<file path="config.mk">
export PLATFORM = sky130hd
export DESIGN_NAME = sbr_follower_flat
export DESIGN_NICKNAME = d
export VERILOG_FILES = /design/src/sbr_pkg.sv /design/src/sbr_link_if.sv /design/src/sbr_follower.sv /design/src/flat_wrapper.sv
export SDC_FILE = /design/constraint.sdc
export NUM_CORES = 1
export LEC_CHECK = 0
export ABC_AREA = 1
export BUFFER_PORTS_ARGS = -buffer_cell sky130_fd_sc_hd__clkbuf_2
export CAP_MARGIN = 40
export CORE_AREA = 5 5 79 81
export CTS_BUF_LIST = sky130_fd_sc_hd__clkbuf_2
export DETAILED_ROUTE_END_ITERATION = 7
export DIE_AREA = 0 0 84 86
export PLACE_DENSITY = 0.89
export SYNTH_ARGS = -nofsm -noshare
export SYNTH_HDL_FRONTEND = slang
export SYNTH_SLANG_ARGS = --single-unit
</file>
<file path="constraint.sdc">
create_clock -name clk_sys -period 1.8 [get_ports clk_sys]
set_input_delay 0.09 -clock clk_sys [delete_from_list [all_inputs] [get_ports clk_sys]]
set_output_delay 0.09 -clock clk_sys [all_outputs]
set_load 0.1 [all_outputs]
</file>
<file path="src/sbr_pkg.sv">
/*
  Shared constants and types for the SPI follower link with busy pacing
  and read-request signalling. Assumes a 40 MHz system clock on both ends.
*/
package sbr_pkg;

  // ----------------------------------------------------------------------
  // clock and timing
  // ----------------------------------------------------------------------
  localparam int CLK_PERIOD_PS     = 25000;   // 40 MHz system clock
  localparam int BUSY_DELAY_NS     = 1140;    // least gap select-high to busy
  localparam int BUSY_HIGH_NS      = 3300;    // least busy high time
  localparam int LEADER_MAX_BUSYWAIT_NS = 27040; // leader tolerance to busy rise
  localparam int LEADER_MAX_BUSYHIGH_NS = 33040; // leader tolerance busy high
  localparam int SCLK_MAX_HZ       = 10000000;
  localparam int SYS_CLK_HZ        = 40000000;

  // least times round up
  localparam int BUSY_DELAY_CYC = (BUSY_DELAY_NS * 1000 + CLK_PERIOD_PS - 1) / CLK_PERIOD_PS;
  localparam int BUSY_HIGH_CYC  = (BUSY_HIGH_NS * 1000 + CLK_PERIOD_PS - 1) / CLK_PERIOD_PS;
  // longest times round down
  localparam int LEADER_BUSYWAIT_CYC = (LEADER_MAX_BUSYWAIT_NS * 1000) / CLK_PERIOD_PS;
  localparam int LEADER_BUSYHIGH_CYC = (LEADER_MAX_BUSYHIGH_NS * 1000) / CLK_PERIOD_PS;
  // leader clock divider: the follower answers a clock fall through its synchroniser,
  // its output flop and the leader's synchroniser, seven cycles in all, so a half
  // period lasts at least that long; sclk then stays well under 10 MHz
  localparam int MISO_TURN_CYC = 7;
  localparam int SCLK_MIN_HALF = SYS_CLK_HZ / (2 * SCLK_MAX_HZ);
  localparam int SCLK_HALF_CYC = (MISO_TURN_CYC > SCLK_MIN_HALF) ? MISO_TURN_CYC : SCLK_MIN_HALF;

  localparam int TIMER_W = 12;
  localparam logic [TIMER_W-1:0] BUSY_DELAY_CNT = TIMER_W'(BUSY_DELAY_CYC);
  localparam logic [TIMER_W-1:0] BUSY_HIGH_CNT  = TIMER_W'(BUSY_HIGH_CYC);
  localparam logic [TIMER_W-1:0] LEADER_WAIT_CNT = TIMER_W'(LEADER_BUSYWAIT_CYC);
  localparam logic [TIMER_W-1:0] LEADER_HIGH_CNT = TIMER_W'(LEADER_BUSYHIGH_CYC);
  localparam logic [3:0] SCLK_HALF_CNT = 4'(SCLK_HALF_CYC - 1); // counts down to zero

  // ----------------------------------------------------------------------
  // framing and straps
  // ----------------------------------------------------------------------
  localparam int BYTE_W = 8;
  localparam logic [2:0] LINK_TYPE_SPI = 3'h2;   // straps bit2..bit0 = 0,1,0
  localparam logic [7:0] BYTE_RESET    = 8'h00;
  localparam logic [7:0] FILL_BYTE     = 8'hFF;  // sent when nothing is prepared
  localparam logic [7:0] CNT_ZERO      = 8'h00;
  localparam logic [7:0] FLUSH_MAX_BYTES = 8'h01; // 0 or 1 byte frame is a flush

  // follower read-side state
  typedef enum logic [1:0] {
    RD_IDLE,      // nothing pending
    RD_REQUEST,   // read request raised, waiting for acknowledge
    RD_READY      // acknowledged, data may be read
  } sbr_rd_type;

  // leader sequencer state
  typedef enum logic [2:0] {
    LD_IDLE,
    LD_SELECT,
    LD_SHIFT,
    LD_DESELECT,
    LD_WAIT_BUSY_RISE,
    LD_WAIT_BUSY_FALL
  } sbr_ld_type;

  // frame counts in bytes, saturating
  function automatic logic [7:0] sbr_sat_inc(input logic [7:0] v);
    return (v == 8'hFF) ? v : v + 8'h01;
  endfunction

endpackage

</file>
<file path="src/sbr_link_if.sv">
/*
  Link wires between the SPI leader and the SPI follower.
  Assumes the bench resolves the follower data line from its enable.
*/
`timescale 1ns/1ps
interface sbr_link_if;
  logic selectN;               // follower_select_n
  logic serialClock;           // serial_clock_in
  logic leaderToFollowerData;
  logic followerToLeaderData;
  logic followerToLeaderDataOe;
  logic busy;
  logic readRequestFlag;

  modport follower (
    input  selectN,
    input  serialClock,
    input  leaderToFollowerData,
    output followerToLeaderData,
    output followerToLeaderDataOe,
    output busy,
    output readRequestFlag
  );

  modport leader (
    output selectN,
    output serialClock,
    output leaderToFollowerData,
    input  followerToLeaderData,
    input  followerToLeaderDataOe,
    input  busy,
    input  readRequestFlag
  );
endinterface

</file>
<file path="src/sbr_follower.sv">
/*
  SPI follower end: mode 0 shifter, busy pacing, read-request flag and
  flush handling. Assumes link pins are asynchronous to clk_sys and are
  synchronised here; the leader keeps its own pacing duties.
*/
`timescale 1ns/1ps
module sbr_follower (
  // system
  input  wire logic       clk_sys,
  input  wire logic       sys_rst,
  // link
  sbr_link_if.follower    link,
  // strap
  input  wire logic [2:0] linkTypeSelect,
  // outbound message side
  input  wire logic       msgPending,
  input  wire logic [7:0] txByte,
  output logic            txByteTaken,
  // inbound side
  output logic [7:0]      rxByte,
  output logic            rxByteValid,
  output logic            frameDone,
  output logic            flushSeen,
  output logic            spiSelected
);

  // ----------------------------------------------------------------------
  // input synchronisers
  // ----------------------------------------------------------------------
  logic [2:0] syncA_reg;
  logic [2:0] syncB_reg;
  logic [2:0] syncPrev_reg;

  // two stages plus an edge stage; logic looks at the second stage and its one-cycle-delayed copy
  always_ff @(posedge clk_sys) begin
    if (sys_rst) begin
      syncA_reg    <= 3'h4;   // idle levels: deselected, clock low
      syncB_reg    <= 3'h4;
      syncPrev_reg <= 3'h4;
    end else begin
      syncA_reg    <= {link.selectN, link.serialClock, link.leaderToFollowerData};
      syncB_reg    <= syncA_reg;
      syncPrev_reg <= syncB_reg;
    end
  end

  logic selN;
  logic sclkRise;
  logic sclkFall;
  logic selFall;
  logic selRise;
  assign selN     = syncB_reg[2];
  assign selFall  = syncPrev_reg[2] && !selN;
  assign selRise  = !syncPrev_reg[2] && selN;
  assign sclkRise = !selN && !syncPrev_reg[1] && syncB_reg[1];
  assign sclkFall = !selN && syncPrev_reg[1] && !syncB_reg[1];

  logic [2:0] strapA_reg;
  logic [2:0] strapB_reg;

  // straps are pins too: two stages before the compare
  always_ff @(posedge clk_sys) begin
    if (sys_rst) begin
      strapA_reg  <= 3'h0;
      strapB_reg  <= 3'h0;
      spiSelected <= 1'b0;
    end else begin
      strapA_reg  <= linkTypeSelect;
      strapB_reg  <= strapA_reg;
      spiSelected <= (strapB_reg == sbr_pkg::LINK_TYPE_SPI);
    end
  end

  // ----------------------------------------------------------------------
  // shifter
  // ----------------------------------------------------------------------
  logic [2:0] bitCnt_reg;
  logic [7:0] rxShift_reg;
  logic [7:0] txShift_reg;
  logic [7:0] byteCnt_reg;
  logic [7:0] txLoad;
  sbr_pkg::sbr_rd_type rdState_reg;  // read side state, also gates txByteTaken

  // nothing prepared or flushed away: send the fill byte
  assign txLoad = msgPending ? txByte : sbr_pkg::FILL_BYTE;

  // receive samples on rising edge, transmit changes on falling edge
  always_ff @(posedge clk_sys) begin
    if (sys_rst) begin
      bitCnt_reg  <= 3'h0;
      rxShift_reg <= sbr_pkg::BYTE_RESET;
      txShift_reg <= sbr_pkg::FILL_BYTE;
      byteCnt_reg <= sbr_pkg::CNT_ZERO;
      rxByte      <= sbr_pkg::BYTE_RESET;
      rxByteValid <= 1'b0;
      txByteTaken <= 1'b0;
    end else begin
      rxByteValid <= 1'b0;
      txByteTaken <= 1'b0;
      if (selFall) begin
        bitCnt_reg  <= 3'h0;
        byteCnt_reg <= sbr_pkg::CNT_ZERO;
        txShift_reg <= txLoad;          // first bit ready before first rise
        txByteTaken <= msgPending && rdState_reg == sbr_pkg::RD_READY;
      end else if (sclkRise) begin
        rxShift_reg <= {rxShift_reg[6:0], syncB_reg[0]};
        bitCnt_reg  <= bitCnt_reg + 3'h1;
        if (bitCnt_reg == 3'h7) begin
          rxByte      <= {rxShift_reg[6:0], syncB_reg[0]};
          rxByteValid <= 1'b1;
          byteCnt_reg <= sbr_pkg::sbr_sat_inc(byteCnt_reg);
        end
      end else if (sclkFall) begin
        if (bitCnt_reg == 3'h0) begin
          txShift_reg <= txLoad;
          txByteTaken <= msgPending && rdState_reg == sbr_pkg::RD_READY;
        end else begin
          txShift_reg <= {txShift_reg[6:0], 1'b1};
        end
      end
    end
  end

  // data pin released while deselected
  always_ff @(posedge clk_sys) begin
    if (sys_rst) begin
      link.followerToLeaderDataOe <= 1'b0;
      link.followerToLeaderData   <= 1'b0;
    end else begin
      link.followerToLeaderDataOe <= !selN;
      link.followerToLeaderData   <= txShift_reg[7];
    end
  end

  // ----------------------------------------------------------------------
  // frame end, flush and read request
  // ----------------------------------------------------------------------
  logic        isFlush;
  assign isFlush = byteCnt_reg <= sbr_pkg::FLUSH_MAX_BYTES;

  always_ff @(posedge clk_sys) begin
    if (sys_rst) begin
      frameDone <= 1'b0;
      flushSeen <= 1'b0;
    end else begin
      frameDone <= selRise;
      flushSeen <= selRise && isFlush;  // tells the message side to discard
    end
  end

  // read state: request raised at any time, even mid write
  always_ff @(posedge clk_sys) begin
    if (sys_rst) begin
      rdState_reg <= sbr_pkg::RD_IDLE;
    end else begin
      case (rdState_reg)
        sbr_pkg::RD_IDLE: begin
          // message side drops msgPending a cycle after flushSeen: no stale request
          if (msgPending && !selRise && !flushSeen) begin
            rdState_reg <= sbr_pkg::RD_REQUEST;
          end
        end
        sbr_pkg::RD_REQUEST: begin
          if (selRise) begin
            // two or more bytes acknowledge; a 0 or 1 byte flush ends the read
            rdState_reg <= isFlush ? sbr_pkg::RD_IDLE : sbr_pkg::RD_READY;
          end
        end
        sbr_pkg::RD_READY: begin
          if (selRise && (isFlush || !msgPending)) begin
            rdState_reg <= sbr_pkg::RD_IDLE;
          end
        end
        default: rdState_reg <= sbr_pkg::RD_IDLE;
      endcase
    end
  end

  // flag high only while a request awaits acknowledge
  always_ff @(posedge clk_sys) begin
    if (sys_rst) begin
      link.readRequestFlag <= 1'b0;
    end else begin
      link.readRequestFlag <= (rdState_reg == sbr_pkg::RD_REQUEST) && !selRise;
    end
  end

  // ----------------------------------------------------------------------
  // busy pacing
  // ----------------------------------------------------------------------
  logic [sbr_pkg::TIMER_W-1:0] busyTimer_reg;
  logic [1:0]                  busyPhase_reg;  // 0 idle, 1 delay, 2 high

  // busy runs only from a transaction end, never for anything else
  always_ff @(posedge clk_sys) begin
    if (sys_rst) begin
      busyPhase_reg <= 2'h0;
      busyTimer_reg <= '0;
      link.busy     <= 1'b0;
    end else begin
      case (busyPhase_reg)
        2'h0: begin
          if (selRise) begin
            busyPhase_reg <= 2'h1;
            busyTimer_reg <= sbr_pkg::BUSY_DELAY_CNT;
          end
        end
        2'h1: begin
          if (busyTimer_reg <= 12'h001) begin
            busyPhase_reg <= 2'h2;
            busyTimer_reg <= sbr_pkg::BUSY_HIGH_CNT;
            link.busy     <= 1'b1;
          end else begin
            busyTimer_reg <= busyTimer_reg - 12'h001;
          end
        end
        2'h2: begin
          if (busyTimer_reg <= 12'h001) begin
            busyPhase_reg <= 2'h0;
            link.busy     <= 1'b0;  // falling edge: ready for next
          end else begin
            busyTimer_reg <= busyTimer_reg - 12'h001;
          end
        end
        default: begin
          busyPhase_reg <= 2'h0;
          link.busy     <= 1'b0;
        end
      endcase
    end
  end

endmodule

</file>
<file path="src/flat_wrapper.sv">
// flat-port wrapper written by rule: the top's interface ports become plain ports
module sbr_follower_flat 
  (clk_sys, sys_rst, linkTypeSelect, msgPending, txByte, txByteTaken, rxByte, rxByteValid, frameDone, flushSeen, spiSelected, link_selectN, link_serialClock, link_leaderToFollowerData, link_followerToLeaderData, link_followerToLeaderDataOe, link_busy, link_readRequestFlag);
  sbr_link_if link_i ();
  input  wire logic clk_sys;
  input  wire logic sys_rst;
  input  wire logic [2:0] linkTypeSelect;
  input  wire logic msgPending;
  input  wire logic [7:0] txByte;
  output logic txByteTaken;
  output logic [7:0] rxByte;
  output logic rxByteValid;
  output logic frameDone;
  output logic flushSeen;
  output logic spiSelected;
  input wire logic [$bits(link_i.selectN)-1:0] link_selectN;
  input wire logic [$bits(link_i.serialClock)-1:0] link_serialClock;
  input wire logic [$bits(link_i.leaderToFollowerData)-1:0] link_leaderToFollowerData;
  output wire logic [$bits(link_i.followerToLeaderData)-1:0] link_followerToLeaderData;
  output wire logic [$bits(link_i.followerToLeaderDataOe)-1:0] link_followerToLeaderDataOe;
  output wire logic [$bits(link_i.busy)-1:0] link_busy;
  output wire logic [$bits(link_i.readRequestFlag)-1:0] link_readRequestFlag;
  assign link_i.selectN = link_selectN;
  assign link_i.serialClock = link_serialClock;
  assign link_i.leaderToFollowerData = link_leaderToFollowerData;
  assign link_followerToLeaderData = link_i.followerToLeaderData;
  assign link_followerToLeaderDataOe = link_i.followerToLeaderDataOe;
  assign link_busy = link_i.busy;
  assign link_readRequestFlag = link_i.readRequestFlag;
  sbr_follower u_core (.clk_sys(clk_sys), .sys_rst(sys_rst), .link(link_i), .linkTypeSelect(linkTypeSelect), .msgPending(msgPending), .txByte(txByte), .txByteTaken(txByteTaken), .rxByte(rxByte), .rxByteValid(rxByteValid), .frameDone(frameDone), .flushSeen(flushSeen), .spiSelected(spiSelected));
endmodule
</file>
# ---- Word-level counts from Yosys, hierarchy flattened
# Index checks and enable logic that the tools add are counted.
dict set report word_totals {
  input_bits 17
  word_cells 107
  output_inout_bits 17
  regBits 74
}
dict set report classes {
  n_eq_ne 15
  add_sub_neg 3
  n_reduce_logical 35
  n_mux 26
  n_bitwise 4
  magnitude_cmp 2
}
# operator count
set ops {}
lappend ops {{$mux W8} 5}
lappend ops {{$mux W12} 3}
lappend ops {{$pmux W12 S3} 1}
lappend ops {{$reduce_and A3 Y1} 6}
lappend ops {{$mux W2} 7}
lappend ops {{$le A12 B1 Y1 const B} 1}
lappend ops {{$logic_and A1 B1 Y1} 12}
lappend ops {{$pmux W2 S3} 2}
lappend ops {{$sub A12 B1 Y12 const B} 1}
lappend ops {{$ne A2 B1 Y1 const B} 5}
lappend ops {{$add A8 B1 Y8 const B} 1}
lappend ops {{$eq A8 B8 Y1 const B} 1}
lappend ops {{$le A8 B1 Y1 const B} 1}
lappend ops {{$logic_not A1 Y1} 7}
lappend ops {{$mux W1} 7}
lappend ops {{$ne A2 B2 Y1 const B} 3}
lappend ops {{$eq A2 B1 Y1 const B} 2}
lappend ops {{$eq A2 B2 Y1 const B} 2}
lappend ops {{$logic_not A2 Y1} 2}
lappend ops {{$not A1 Y1} 4}
lappend ops {{$reduce_and A2 Y1} 2}
lappend ops {{$add A3 B1 Y3 const B} 1}
lappend ops {{$eq A3 B2 Y1 const B} 1}
lappend ops {{$eq A3 B3 Y1 const B} 1}
lappend ops {{7 further kinds} 7}

# ---- Depth between registers and ports, before layout
dict set report logic_depth {
  ltp_word 7
  mapped_depth 12
  ltp_nobuf 11
}

# ---- Worst setup path after synthesis
# No wires, ideal clock.
dict set report synth_path {
  kind {reg2reg}
  start {reg u_core.busyPhase_reg[0]}
  end {reg u_core.busyTimer_reg[1] (netlist name)}
  setup_slack_ps 237
  period_less_slack_ps 1563
  stages_incl_launch_ff 11
  arrival_ps 1436
  setup_time_ps 127
  required_time_ps 1673
  path_buffers 1
  cell_sequence {dfxtp_1 > inv_1 > ha_1 > or2_1 > o21ai_2 > inv_2 > nand2_4 > buf_6 > inv_4 > o21ai_0 > a21oi_1}
}
dict set report synth_between {
  elab_chain_cells 3
  word_cells_on_any_way 8
  cone_classes {eq/ne: 4; mux: 1; reduce/logical: 3}
}
# item line_no
set synth_rtl {}
lappend synth_rtl {{from (decl)} sbr_follower.sv:192} ;# logic [1:0] busyPhase_reg;
lappend synth_rtl {{from (signal assigned)} sbr_follower.sv:197} ;# busyPhase_reg <= 2'h0;
lappend synth_rtl {{from (signal assigned)} sbr_follower.sv:204} ;# busyPhase_reg <= 2'h1;
lappend synth_rtl {{from (signal assigned)} sbr_follower.sv:210} ;# busyPhase_reg <= 2'h2;
lappend synth_rtl {{$eq A2 B2 Y1 (tied with other cells)} sbr_follower.sv:201} ;# case (busyPhase_reg)
lappend synth_rtl {{$ne A2 B2 Y1 (no line) (tied with other cells)} n/a}
lappend synth_rtl {{$reduce_and A3 Y1 (no line)} n/a}
lappend synth_rtl {{to (signal assigned)} sbr_follower.sv:205} ;# busyTimer_reg <= sbr_pkg::BUSY_DELAY_CNT;
lappend synth_rtl {{to (signal assigned)} sbr_follower.sv:211} ;# busyTimer_reg <= sbr_pkg::BUSY_HIGH_CNT;
lappend synth_rtl {{to (signal assigned)} sbr_follower.sv:214} ;# busyTimer_reg <= busyTimer_reg - 12'h001;
lappend synth_rtl {{to (decl)} sbr_follower.sv:191} ;# logic [sbr_pkg::TIMER_W-1:0] busyTimer_reg;
# Parallel ways exist; a longest one is shown, timed or not.
# A chain may end at the register's enable or synchronous reset.

# ---- Worst setup path in the final report
dict set report layout_path {
  start {reg u_core.busyPhase_reg[0]}
  end {reg u_core.busyTimer_reg[3] (netlist name)}
}
# The elaborated chain is that of the path after synthesis.

==> results.md <==
* CP required at 2.21 ns
* Logic pwr share at 0.334
* Final WL at 7180 um
* Leading area contributor after synthesis: dfxtp_1
* Setup CP Type: flip-flop to flip-flop
* Top layer in use: met4
* CTS root buf: clkbuf_2
* Ys flop type: dfxtp_1
* Pint at 2.49 mW
* F_max at 608 MHz
* Yosys warning total at 0
* Sequential-to-total area share from yosys stat at 0.461
* DRC at 0
* Routability cong. at 0.874
* DR iter-0 viols at 129
* Arrival time at the worst endpoint at 2.06 ns
* Port buffer count at 33
* DR WL met3 at 421 um
* Top-area cell type share of the netlist area at 0.461
* Crit Path Max Fanout at 11
* # Max-Cap Violations at 0
* RSZ-0062 raised after global routing: no
* P_leak at 1.66 nW
* Dominant cell by count in the synthesized netlist: nand2_1
* Final setup violating endpoints at 0
* Clk_lat worst skew at 0.51 ns
* Normalized max-slew margin at 0.629
* Switching Share at 0.389
* Critical path launch point type: flip-flop
* Yosys reg bits at 73
* Largest net degree at the start of global routing at 39
* GR Util All Layers at 0.209
* Post-synth cell types at 34
* TritonCTS clock tree: yes
* Post-CTS setup buffer count at 0
* Post-Route Skew at 0.0248 ns
* Period utilization at 0.914
* Final #Nets at 501
* Die ar. at 7220 um^2
* Asr flop ratio synth at 0
* Max reg flops at 12
* Die W at 84 um
* Worst slew pin tran at 0.558 ns
* WL/cell at 13.1 um
* Mapped Area at 3170 um^2
* DRT antenna net count at 0
* Setup TNS at 0 ns
* Syn avg cell area at 7.55 um^2
* Max clock buf depth at 2
* Vias/cell at 5.23
* Area growth syn-to-layout at 16.1%
* Post-synth net total at 448
* Initial core utilization at 0.587
* Commonest cells post-synth: 94 x nand2_1, 73 x dfxtp_1, 51 x inv_1, 49 x nor2_1, 35 x a21oi_1
* Switching pwr at 1.59 mW
* Global-route wire length before repair at 12300 um
* DR WL met2 at 3700 um
* Post-DP HPWL at 4800 um
* Vias at 2874
* CTS Buf Count at 9
* Post-Syn Instances at 420
* H-tree levels at 3
* M1 WL at 2870 um
* Worst-path clk slew at 0.21 ns
* Power Dens Cells at 1110 nW/um^2
* CP endpoint kind: flip-flop
* Die Height at 86 um
* # fillers at 430
* Share of layout cells above drive strength 1 at 0.166
* Row cnt at 27
* Min-delay worst type: input port to flip-flop
* Initial antenna violation count at 0
* Vias in the first global route at 2855
* GR Overflow Total at 0
* Endpoints failing hold at 0
* Min Tclk post-route at 1.65 ns
* I/O Pins at 34
* ANT cells at 0
* Register share of total power at 0.444
* Max Transition Viols Final at 0
* Core area at 5410 um^2
* Clock share of power at 0.222
* Outcome: completed
* Initial DRT Pass Iterations at 5
* Worst VDD drop at 0.000774 V
* Number of flops mapped to enable cells by yosys at 0
* Top post-synthesis cells by area: dfxtp_1 46%, nand2_1 11%, inv_1 6.0%
* PnR Total Power at 4.08 mW
* Clock sink count at 73
critical path, stage by stage, from the launching register on:
cell	delay, ns
dfxtp_2	0.37
inv_1	0.06
ha_1	0.24
or2_4	0.27
o21ai_2	0.16
inv_2	0.09
nand2_8	0.12
inv_4	0.06
o21ai_0	0.15
a21oi_1	0.06
layer usage:
layer / track usage / vias to the layer above
li1: - / 1449
met3: 0.0749 / 21
met1: 0.228 / 1319
met4: 0.0775 / 0
met5: 0 / -
met2: 0.375 / 85
power by group through the flow:
| stage | logic (mW) | clock network (mW) | registers, mW |
|---|---|---|---|
| finish | 1.36 | 0.906 | 1.81 |
| global route | 1.54 | 0.990 | 1.82 |
| CTS | 1.30 | 0.921 | 1.80 |
| detailed placement | 1.26 | 0 | 1.83 |
| global placement | 1.21 | 0 | 1.83 |
| floorplan | 0.991 | 0 | 1.86 |
cell families (layout without fill, tap and decap cells):
kind of cell,count (synthesis),count (layout),share of synthesized area
adder cells (fa/ha/maj),11,11,0.0434
AO/OA/AOI/OAI,67,67,0.119
flip-flops,73,73,0.461
XOR/XNOR,7,7,0.0193
buffers and inverters,63,120,0.0785
AND/OR/NAND/NOR,199,199,0.279
cell type report:
class | count | area [um^2] | area share
flip-flops and latches | 73 | 1460 | 0.397
clock buffers | 9 | 45.0 | 0.0122
well taps | 72 | 90.1 | 0.0245
clock inverters | 6 | 67.6 | 0.0183
inverters | 55 | 209 | 0.0567
multi-input cells | 284 | 1480 | 0.401
repair buffers | 50 | 330 | 0.0897
timing repair:
action,in CTS,in global routing
hold buffers,15,0
hold endpoints to repair,16,0
gates resized for setup,0,6
setup endpoints to repair,0,11
layout by cell type (no fill, tap or decap), types with 3 or more instances in the layout:
cell and instances:
nor2_1 49, o221ai_1 7, inv_1 51, dlygate4sd3_1 15, nand2_1 94, clkbuf_2 42
nand4_1 3, dfxtp_1 71, nand3b_1 3, xor2_1 6, o21ai_1 3, ha_1 11
nand3_1 22, a21oi_1 35, o21ai_0 16, nand2_2 10, nor2_4 3, nor3_1 6
inv_2 3
path summary, 6_finish.rpt:
check,from,end,slack [ns],cells after the start
hold / removal,sys_rst,u_core.byteCnt_reg[5],0.02,4
hold reg to reg,u_core.strapA_reg[0],u_core.strapB_reg[0],0.42,2
setup / recovery,u_core.busyPhase_reg[0],u_core.busyTimer_reg[3],0.15,9
setup reg to reg,u_core.busyPhase_reg[0],u_core.busyTimer_reg[3],0.15,9
per-stage QoR:
step | hold slack (ns) | instance area [um^2] | std cells | utilization | worst slack (ns)
floorplan | 0.180 | 3170 | 420 | - | 0.237
global placement | 0.276 | 3400 | 519 | 0.629 | 0.213
detailed placement | 0.288 | 3400 | 519 | 0.629 | 0.0740
CTS | 0.00605 | 3660 | 549 | 0.678 | 0.0592
global route | 0.00873 | 3680 | 549 | 0.681 | 0.00447
finish | 0.0221 | 3680 | 549 | 0.681 | 0.155
Note: power is estimated with default switching activity, not from simulation.
